## src/include/pwmg_pkg.sv

```systemverilog
// Purpose: Shared constants and types of the pulse-width generator
// Assumes: One 250 MHz system clock; both count sources made from it
// Notes:   Counts are in kHz so every rate divides out exactly

package pwmg_pkg;

    // System clock and the two counter sources, in kHz
    localparam int unsigned CLK_KHZ  = 250000;  // 250 MHz system clock
    localparam int unsigned FAST_KHZ = 48000;   // Fast source, 48 MHz
    localparam int unsigned SLOW_KHZ = 100;     // Slow source, 100 kHz

    // Phase accumulator width; must hold twice the clock figure
    localparam int unsigned ACC_W = 19;

    // Configuration word layout
    localparam int unsigned CFG_W        = 7;   // Bits 6:1 in use, bit 0 spare
    localparam int unsigned CFG_SEL_BIT  = 1;   // Source select, 1 = slow
    localparam int unsigned CFG_INV_BIT  = 2;   // Invert the on level
    localparam int unsigned CFG_DIV_LSB  = 3;   // Pre-divider low bit
    localparam int unsigned CFG_DIV_MSB  = 6;   // Pre-divider high bit
    localparam int unsigned DIV_W        = 4;   // Pre-divider width

    // Count widths and values after reset
    localparam int unsigned CNT_W       = 16;
    localparam logic [15:0] ON_RST      = 16'h0000;
    localparam logic [15:0] OFF_RST     = 16'hFFFF;
    localparam int unsigned BYTE_CNT    = 4;    // Bytes in one full update
    localparam logic [3:0]  BYTES_ALL   = 4'hF; // Every byte written

    // Sequencer states, one-hot
    typedef enum logic [2:0] {
        ST_IDLE = 3'b001,   // Reset or sleep, output off
        ST_ON   = 3'b010,   // Counting the on phase
        ST_OFF  = 3'b100    // Counting the off phase
    } pwmg_state_e;

endpackage : pwmg_pkg

```

## src/include/pwmg_tick_if.sv

```systemverilog
// Purpose: Carrier between the sequencer and its count-clock generator
// Assumes: Both ends run on the same system clock
// Notes:   Tick is a one-cycle pulse at the divided count rate

`timescale 1ns/10ps

interface pwmg_tick_if;
    import pwmg_pkg::*;

    logic             clkSel;   // 0 = fast source, 1 = slow source
    logic [DIV_W-1:0] preDiv;   // Divide by preDiv + 1
    logic             clear;    // Sleep: drop all partial counts
    logic             tick;     // One pulse per divided period

    modport gen (
        input  clkSel,
        input  preDiv,
        input  clear,
        output tick
    );

    modport ctl (
        output clkSel,
        output preDiv,
        output clear,
        input  tick
    );

endinterface : pwmg_tick_if

```

## src/design/pwmg_tick_gen.sv

```systemverilog
// Purpose: Makes the down-counter decrement strobe
// Assumes: Sources are rate-exact strobes derived from the system clock
// Notes:   Phase accumulators give the exact mean rate with some jitter

`timescale 1ns/10ps

module pwmg_tick_gen
    import pwmg_pkg::*;
(
    input  wire logic  clk,
    input  wire logic  sys_rst,
    pwmg_tick_if.gen   tk
);

    logic [1:0]       srcTick;  // Raw source strobes, fast and slow
    logic [DIV_W-1:0] preCnt;   // Pre-divider position

    // One accumulator per source; a carry past the clock figure is a tick
    genvar i;
    for (i = 0; i < 2; i++) begin : g_src
        localparam logic [ACC_W-1:0] INC = (i == 0) ? ACC_W'(FAST_KHZ) : ACC_W'(SLOW_KHZ);
        localparam logic [ACC_W-1:0] MOD = ACC_W'(CLK_KHZ);
        logic [ACC_W-1:0] acc;      // Fractional phase
        logic [ACC_W-1:0] sum;      // Phase after this cycle
        assign sum = acc + INC;

        // Accumulate; wrap emits one source strobe
        always_ff @(posedge clk) begin
            if (sys_rst || tk.clear) begin
                acc        <= '0;
                srcTick[i] <= 1'b0;
            end else if (sum >= MOD) begin
                acc        <= sum - MOD;
                srcTick[i] <= 1'b1;
            end else begin
                acc        <= sum;
                srcTick[i] <= 1'b0;
            end
        end
    end

    // Select source, then divide by preDiv + 1
    // Compare with >= so a smaller divisor never strands the count
    always_ff @(posedge clk) begin
        if (sys_rst || tk.clear) begin
            preCnt  <= '0;
            tk.tick <= 1'b0;
        end else if (srcTick[tk.clkSel]) begin
            if (preCnt >= tk.preDiv) begin
                preCnt  <= '0;
                tk.tick <= 1'b1;    // Up to 48 MHz strobe
            end else begin
                preCnt  <= preCnt + 1'b1;
                tk.tick <= 1'b0;
            end
        end else begin
            tk.tick <= 1'b0;
        end
    end

endmodule : pwmg_tick_gen

```

## src/design/pwmg_top.sv

```systemverilog
// Purpose: Pulse-width generator with on/off down counter
// Assumes: Count writes and sleep come from logic on the same clock
// Notes:   Count ports show the active values, never the pending ones

`timescale 1ns/10ps

module pwmg_top
    import pwmg_pkg::*;
#(
    parameter int unsigned CW = CNT_W   // Width of both phase counts
)
(
    input  wire logic          clk,           // 250 MHz system clock
    input  wire logic          sys_rst,       // Synchronous, active high
    input  wire logic          sleepReq,      // Sleep from the power unit
    input  wire logic [CFG_W-1:0] pwmConfig,  // Select, invert, divisor
    input  wire logic          cntWrite,      // Count write strobe
    input  wire logic          cntWriteOff,   // 0 = on count, 1 = off count
    input  wire logic [1:0]    cntByteEn,     // Byte lanes of the write
    input  wire logic [CW-1:0] cntWrData,     // Write data
    output logic [CW-1:0]      onPhaseCount,  // Active on count
    output logic [CW-1:0]      offPhaseCount, // Active off count
    output logic               pendingFull,   // All four bytes held
    output logic               pwmOut         // Pulse output pin
);

    // Carrier to the count-clock generator
    pwmg_tick_if tk ();

    pwmg_state_e      state;        // Sequencer state
    pwmg_state_e      next_state;   // Sequencer state, next
    logic [CW-1:0]    downCnt;      // Phase down counter
    logic [CW-1:0]    next_downCnt; // Down counter, next
    logic [CW-1:0]    holdOn;       // Pending on count
    logic [CW-1:0]    holdOff;      // Pending off count
    logic [3:0]       byteFull;     // Which holding bytes are fresh
    logic [3:0]       wrBytes;      // Bytes written this cycle
    logic             fullOn;       // Off count zero: hold high
    logic             fullLow;      // On count zero, off not: hold low
    logic             offEnd;       // Last tick of the off phase
    logic             xfer;         // Holding to active this cycle
    logic             onLevel;      // Logical on/off before invert
    logic [CW-1:0]    loadOn;       // On count used on a reload

    // Configuration fields routed to the tick generator
    assign tk.clkSel = pwmConfig[CFG_SEL_BIT];
    assign tk.preDiv = pwmConfig[CFG_DIV_MSB:CFG_DIV_LSB];
    assign tk.clear  = sleepReq;   // Partial divisions dropped in sleep

    // Count-clock generator
    pwmg_tick_gen u_tick (
        .clk     (clk),
        .sys_rst (sys_rst),
        .tk      (tk)
    );

    // Byte lane decode used for both the holding data and the flags
    function automatic logic [3:0] lane_map(
        input logic       wr,
        input logic       isOff,
        input logic [1:0] be
    );
        logic [3:0] m;
        m = 4'h0;
        if (wr) begin
            if (isOff) begin
                m[3:2] = be;
            end else begin
                m[1:0] = be;
            end
        end
        return m;
    endfunction : lane_map

    // Firmware is expected to write both lanes at once
    assign wrBytes = lane_map(cntWrite, cntWriteOff, cntByteEn);

    // Output modes follow the active counts
    assign fullOn  = (offPhaseCount == '0);
    assign fullLow = (onPhaseCount == '0) && !fullOn;

    // Off phase ends when its count is spent on a tick
    assign offEnd = tk.tick && (state == ST_OFF) && (downCnt == '0);

    // Transfer at off end, or at once while held high
    assign xfer = (byteFull == BYTES_ALL) && (offEnd || fullOn) && !sleepReq;

    // A reload at off end uses the new on count when it lands together
    assign loadOn = xfer ? holdOn : onPhaseCount;

    // Bit-wise lane merge, so a narrow count never needs a reversed slice
    function automatic logic [CW-1:0] merge_lanes(
        input logic [CW-1:0] old,
        input logic [CW-1:0] wd,
        input logic [1:0]    be
    );
        logic [CW-1:0] m;
        m = old;
        for (int b = 0; b < CW; b++) begin
            if (be[(b >= 8) ? 1 : 0]) begin
                m[b] = wd[b];
            end
        end
        return m;
    endfunction : merge_lanes

    // Holding registers take every write at any time
    always_ff @(posedge clk) begin
        if (sys_rst) begin
            holdOn  <= CW'(ON_RST);
            holdOff <= CW'(OFF_RST);
        end else begin
            holdOn  <= merge_lanes(holdOn, cntWrData, wrBytes[1:0]);
            holdOff <= merge_lanes(holdOff, cntWrData, wrBytes[3:2]);
        end
    end

    // Fresh-byte flags; a write in the transfer cycle stays set
    always_ff @(posedge clk) begin
        if (sys_rst) begin
            byteFull <= 4'h0;
        end else if (xfer) begin
            byteFull <= wrBytes;
        end else begin
            byteFull <= byteFull | wrBytes;
        end
    end

    // Status: a complete update is waiting
    always_ff @(posedge clk) begin
        if (sys_rst) begin
            pendingFull <= 1'b0;
        end else if (xfer) begin
            pendingFull <= (wrBytes == BYTES_ALL);
        end else begin
            pendingFull <= ((byteFull | wrBytes) == BYTES_ALL);
        end
    end

    // Active counts change only by transfer; sleep leaves them
    // Clock setting changes never touch these registers
    always_ff @(posedge clk) begin
        if (sys_rst) begin
            onPhaseCount  <= CW'(ON_RST);
            offPhaseCount <= CW'(OFF_RST);
        end else if (xfer) begin
            onPhaseCount  <= holdOn;
            offPhaseCount <= holdOff;
        end
    end

    // Sequencer: on phase, then off phase, repeat
    // Each phase spans count + 1 ticks: load tick plus n decrements
    always_comb begin
        next_state   = state;
        next_downCnt = downCnt;
        case (state)
            // First tick starts the on phase
            ST_IDLE: begin
                if (tk.tick) begin
                    next_state   = ST_ON;
                    next_downCnt = onPhaseCount;
                end
            end
            // On phase spent: load the off count
            ST_ON: begin
                if (tk.tick) begin
                    if (downCnt == '0) begin
                        next_state   = ST_OFF;
                        next_downCnt = offPhaseCount;
                    end else begin
                        next_downCnt = downCnt - 1'b1;
                    end
                end
            end
            // Off phase spent: period over, reload on count
            ST_OFF: begin
                if (tk.tick) begin
                    if (downCnt == '0) begin
                        next_state   = ST_ON;
                        next_downCnt = loadOn;
                    end else begin
                        next_downCnt = downCnt - 1'b1;
                    end
                end
            end
            // Illegal code: fall back to the idle state
            default: begin
                next_state   = ST_IDLE;
                next_downCnt = '0;
            end
        endcase
    end

    // State and counter; sleep forces idle and zero
    always_ff @(posedge clk) begin
        if (sys_rst) begin
            state   <= ST_IDLE;
            downCnt <= '0;
        end else if (sleepReq) begin
            state   <= ST_IDLE;
            downCnt <= '0;
        end else begin
            state   <= next_state;
            downCnt <= next_downCnt;
        end
    end

    // Logical level: held modes override the phase
    // Duty is (on+1)/(on+1+off+1) from the phase lengths
    always_comb begin
        if (sleepReq) begin
            onLevel = 1'b0;
        end else if (fullOn) begin
            onLevel = 1'b1;
        end else if (fullLow) begin
            onLevel = 1'b0;
        end else begin
            onLevel = (state == ST_ON);
        end
    end

    // Pin driven from a flop; invert turns on into low
    // No interrupt path exists in this block
    always_ff @(posedge clk) begin
        if (sys_rst) begin
            pwmOut <= 1'b0;
        end else begin
            pwmOut <= onLevel ^ pwmConfig[CFG_INV_BIT];
        end
    end

endmodule : pwmg_top

```

## config.mk

```make
export PLATFORM = sky130hd
export DESIGN_NAME = pwmg_top
export DESIGN_NICKNAME = d
export VERILOG_FILES = /design/src/include/pwmg_pkg.sv /design/src/include/pwmg_tick_if.sv /design/src/design/pwmg_tick_gen.sv /design/src/design/pwmg_top.sv
export SDC_FILE = /design/constraint.sdc
export NUM_CORES = 1
export LEC_CHECK = 0
export ABC_AREA = 1
export BUFFER_PORTS_ARGS = -buffer_cell sky130_fd_sc_hd__buf_2
export CAP_MARGIN = 10
export CELL_PAD_IN_SITES_DETAIL_PLACEMENT = 1
export CELL_PAD_IN_SITES_GLOBAL_PLACEMENT = 1
export CORE_MARGIN = 4
export CORE_UTILIZATION = 46
export DETAILED_ROUTE_END_ITERATION = 16
export GPL_TIMING_DRIVEN = 0
export PLACE_DENSITY_LB_ADDON = 0.25
export SETUP_SLACK_MARGIN = 0.4
export SLEW_MARGIN = 0
export SYNTH_ARGS = -nofsm -noshare
export SYNTH_HDL_FRONTEND = slang
export SYNTH_SLANG_ARGS = --single-unit
```

## constraint.sdc

```tcl
create_clock -name clk -period 6.95 [get_ports clk]
set_clock_uncertainty 0.2 [all_clocks]
set_input_delay 1.39 -clock clk [delete_from_list [all_inputs] [get_ports clk]]
set_output_delay 1.39 -clock clk [all_outputs]
set_load 0.1 [all_outputs]
```

# Yosys cells after proc, flatten, opt, wreduce, memory -nomap -nowiden
# Cells that the tools add are included.
dict set report word_totals {
  elab_cells 86
  input_bits 30
  out_inout_bits 34
  reg_bits 134
}
dict set report op_classes {
  muxes 29
  n_lt_le_gt_ge 4
  n_eq_ne 11
  n_bitwise 3
  n_addsub 6
  n_reduce_logical 16
}
# operator count
set op_table {}
lappend op_table {{$mux W16} 6}
lappend op_table {{$logic_not A16 Y1} 3}
lappend op_table {{$pmux W16 S3} 1}
lappend op_table {{$ge A19 B18 Y1 const B} 2}
lappend op_table {{$mux W19} 2}
lappend op_table {{$sub A19 B18 Y19 const B} 2}
lappend op_table {{$add A19 B16 Y19 const B} 1}
lappend op_table {{$add A19 B7 Y19 const B} 1}
lappend op_table {{$sub A16 B1 Y16 const B} 1}
lappend op_table {{$mux W3} 5}
lappend op_table {{$eq A4 B4 Y1 const B} 3}
lappend op_table {{$mux W4} 3}
lappend op_table {{$mux W1} 9}
lappend op_table {{$pmux W3 S3} 1}
lappend op_table {{$ne A2 B1 Y1 const B} 4}
lappend op_table {{$logic_and A1 B1 Y1} 5}
lappend op_table {{$reduce_and A5 Y1} 1}
lappend op_table {{$add A4 B1 Y4 const B} 1}
lappend op_table {{$ge A4 B4 Y1} 1}
lappend op_table {{$mux W2} 2}
lappend op_table {{$or A4 B4 Y4} 1}
lappend op_table {{$reduce_or A2 Y1} 2}
lappend op_table {{$eq A3 B1 Y1 const B} 1}
lappend op_table {{$eq A3 B2 Y1 const B} 1}
lappend op_table {{other kinds (8)} 10}

# Longest topological paths before layout
dict set report logic_depth {
  ltp_word 10
  depth_mapped 17
}

# Modules after synthesis
# Synthesis repeated with hierarchy kept, for this count alone.
dict set report hier_totals {
  cells_unflattened 1148
  hier_area_um2 7330.8
}
# mod n_inst cells_per_inst area_each_um2
set modules_own_cells {}
lappend modules_own_cells {pwmg_top 1 637 4276.6}
lappend modules_own_cells {pwmg_tick_gen 1 511 3054.2}

# Worst setup path after synthesis
# No wires, ideal clock.
dict set report synth_timing {
  kind {input-to-reg}
  start {in sleepReq}
  end {reg downCnt[10]}
  arrival_time_ps 2472
  n_path_buf 1
  setup_slack_ps 4145
  stages 9
  setup_ps 132
  cell_sequence {inv_1 > nand3_1 > nor2_1 > nand2_2 > clkbuf_1 > o21ai_0 > o21ai_0 > nand2_1 > a21oi_1}
}
dict set report synth_between {
  elab_chain_cells 6
  elab_cells_between_ends 7
  classes_between {mux (4); reduce/logical (3)}
}
# item line_no
set synth_lines {}
lappend synth_lines {{start, declared} pwmg_top.sv:15} ;# input wire logic sleepReq,
lappend synth_lines {{$logic_not A1 Y1} pwmg_top.sv:86} ;# assign xfer = (byteFull == BYTES_ALL) && (offEnd || fullOn) && !sleepReq;
lappend synth_lines {{$logic_and A1 B1 Y1} pwmg_top.sv:86}
lappend synth_lines {{$mux W16} n/a}
lappend synth_lines {{$mux W16} pwmg_top.sv:179} ;# if (downCnt == '0) begin
lappend synth_lines {{$mux W16} pwmg_top.sv:178} ;# if (tk.tick) begin
lappend synth_lines {{$pmux W16 S3} pwmg_top.sv:157} ;# case (state)
lappend synth_lines {{end signal, assigned} pwmg_top.sv:205} ;# downCnt <= next_downCnt;
lappend synth_lines {{end, declared} pwmg_top.sv:32} ;# logic [CW-1:0] downCnt;
# Several ways; a longest one is shown, not always the timed one. The select of a mux whose other input is x is not followed.
# A chain may end at the register's enable or synchronous reset.

# Worst setup path after layout
dict set report layout_timing {
  start {in cntWriteOff}
  end {reg holdOn[5]}
}
dict set report layout_between {
  elab_chain_cells 2
}
# item line_no
set layout_lines {}
lappend layout_lines {{start, declared} pwmg_top.sv:18} ;# input wire logic cntWriteOff,
lappend layout_lines {{$mux W2} pwmg_top.sv:66} ;# if (isOff) begin
lappend layout_lines {{$mux W4} pwmg_top.sv:65} ;# if (wr) begin
lappend layout_lines {{end signal, assigned} pwmg_top.sv:110} ;# holdOn <= CW'(ON_RST);
lappend layout_lines {{end signal, assigned} pwmg_top.sv:113} ;# holdOn <= merge_lanes(holdOn, cntWrData, wrBytes[1:0]);
lappend layout_lines {{end, declared} pwmg_top.sv:34} ;# logic [CW-1:0] holdOn;
# No other way between the ends.

==> flow_summary.ini <==
[clocking]
postCtsHoldBufs = 0
clockRootBuffer = clkbuf_16
clock_latency_ps = 430
cts_setup_buffers = 0
cts_buffer_depth = 2
cts_tree = built
cts_max_level = 4
cts.clk_slew.worst_paths_ps = 60
ctsResizeCount = 0
clock_sinks = 128
cts_buffers = 17

[yosys]
synthTopCellsByArea = dfxtp_1, nand2_1, nand3_1, nor2_1, inv_1
syn_nets = 1115
postSynthCellCount = 1070
ys_warn_count = 0
ys_seq_area_share_pct = 36.1
yosysTopAreaCell = dfxtp_1
synth-edff-count = 0
synth_area_um2 = 7100
syn_area_per_cell_um2 = 6.64
synth_flop_cell = dfxtp_1
synth_seq_cells = 128
synth_top_area_share_pct = 36.1
ys_types = 44
async_flop_share_pct = 0

[worst_setup_path]
arrival_ps = 3260
cp-end-kind = register
critical_path_class = in -> reg
cp.required_ps = 7060
cp-start-kind = input pin
critPathMaxFanout = 9

[final_layout]
antennaDiodeCount = 0
syn_to_final_growth_pct = 15.9
final_common_cell = nand2_1
fin_area_um2 = 8230
drive_gt1_share_pct = 13.6
mostFrequentLayoutCells = nand2_1, nor2_1, dfxtp_1
final_nets = 1198

[job]
drv_cap = 0

[floorplanning]
fp.coreArea_um2 = 15100
rows = 45
die-area_um2 = 17500
die_h_um = 132
die_w_um = 132
io_pins = 64
start_util_pct = 46.9

[route]
detail_route.wl_per_cell_um = 17.5
vias_per_cell = 5.51
top_layer_used = met4
ant_nets = 0
wl_met1_mm = 9.89
drc = 0
vias = 7467
drtIter0Drc = 402
wl_met2_mm = 12.2
drt-total-wl_mm = 23.7
first_pass_iters = 5
dr_wl_met3_um = 791

[sta]
fin_crit_sh_pct = 45.4
period_needed_ps = 3150
grt_setup_unrepaired = no
drv_slew = 0
setup_viol = 0
hold_violations = 0
slew_headroom_pct = 30.3
setup-tns-final_ps = 0
timing.fmax_ghz = 0.317
worstMarginPinSlew_ps = 1040

[placed_design]
place_area_um2 = 7650
io_buffer_count = 62
dp_hpwl_mm = 17.4
gp_congestion = 0.857

[grt]
grt_max_degree = 17
grt_pass1_vias = 7739
grt_usage_pct = 27.4
grt_pass1_wl_mm = 38.6
overflow = 0
antenna_found_initial = 0

[power_and_ir_drop]
vdd_drop_max_uv = 170
power_density_nw_per_um2 = 220
p_leak_nw = 3.80
finalPower_w = 0.00181

[run_status]
status = completed

[hold_path]
hold_path.class = reg -> reg
[state kept, by name (all words and copies together), names as in the netlist]
signal            count
u_tick.srcTick        2
holdOff              16
offPhaseCount        16
state                 3
pwmOut                1
u_tick.g_src.acc     32
u_tick.tk.tick        1
byteFull              4
downCnt              16
pendingFull           1
holdOn               16
u_tick.preCnt         4
onPhaseCount         16
[worst paths after layout]
| kind | from | end | slack [ps] | depth (start not counted) |
|---|---|---|---|---|
| setup reg to reg | u_tick.g_src[0].acc[7] | u_tick.g_src[0].acc[6] | 4080 | 15 |
| hold / removal | holdOff[12] | holdOff[12] | 260 | 2 |
| hold reg to reg | holdOff[12] | holdOff[12] | 260 | 2 |
| setup / recovery | cntWriteOff | holdOn[5] | 3800 | 5 |
[power by group]
| part | internal [W] | switching (W) |
|---|---|---|
| clock network | 0.000503 | 0.000382 |
| logic | 0.0000473 | 0.000116 |
| registers | 0.000752 | 0.0000132 |
| total | 0.00130 | 0.000511 |
[routing by layer]
metal | vias to the layer above | global-route usage (%)
met2 | 172 | 49.5
met1 | 3605 | 31.8
met4 | 0 | 12.7
met3 | 68 | 4.08
li1 | 3622 | -
met5 | - | 0
[synthesized netlist by cell type, types with 2 or more instances]
master / number
nand2_1: 284
nor2_1: 134
dfxtp_1: 128
inv_1: 113
nand3_1: 103
a21oi_1: 62
o21ai_0: 57
xor2_1: 24
nand2_2: 19
nand4_1: 19
clkbuf_1: 17
ha_1: 15
nor3_1: 14
a21oi_2: 8
buf_2: 8
o211ai_1: 8
nor2_2: 6
xnor2_1: 6
nor4_1: 5
a211oi_1: 4
nor2_4: 4
clkinv_1: 3
buf_6: 2
inv_2: 2
nand3_2: 2
nand3_4: 2
nand3b_1: 2
nor3_2: 2
xor2_2: 2
[kinds of logic after synthesis]
kind of cell | synth area share, %
AND/OR/NAND/NOR | 36.9
AO/OA/AOI/OAI | 11.7
buffers and inverters | 8.46
flip-flops | 36.1
XOR/XNOR | 4.16
adder cells (fa/ha/maj) | 2.64
[final cells by class]
| cell class | count | area (um^2) |
|---|---|---|
| fillers | 2056 | 6920 |
| multi-input cells | 794 | 3940 |
| flip-flops and latches | 128 | 2560 |
| inverters | 118 | 443 |
| clock buffers | 17 | 425 |
| repair buffers | 64 | 320 |
| well taps | 188 | 235 |
| plain buffers | 30 | 158 |
| clock inverters | 15 | 148 |
[critical path, stage by stage]
cell and delay, ps:
buf_2 110, nor3_1 840, clkinv_1 530, o21ai_0 330, a21oi_1 60
[through the flow]
stage	util [%]	hold slack (ps)	std cells	worst slack, ps
after floorplan	-	229	1070	4150
final	54.3	256	1354	3800
after detailed placement	50.5	246	1320	3450
after CTS	54.3	262	1352	3830
after global placement	50.5	238	1320	3450
after global routing	54.3	288	1354	3630
(Power assumes the default switching activity.)
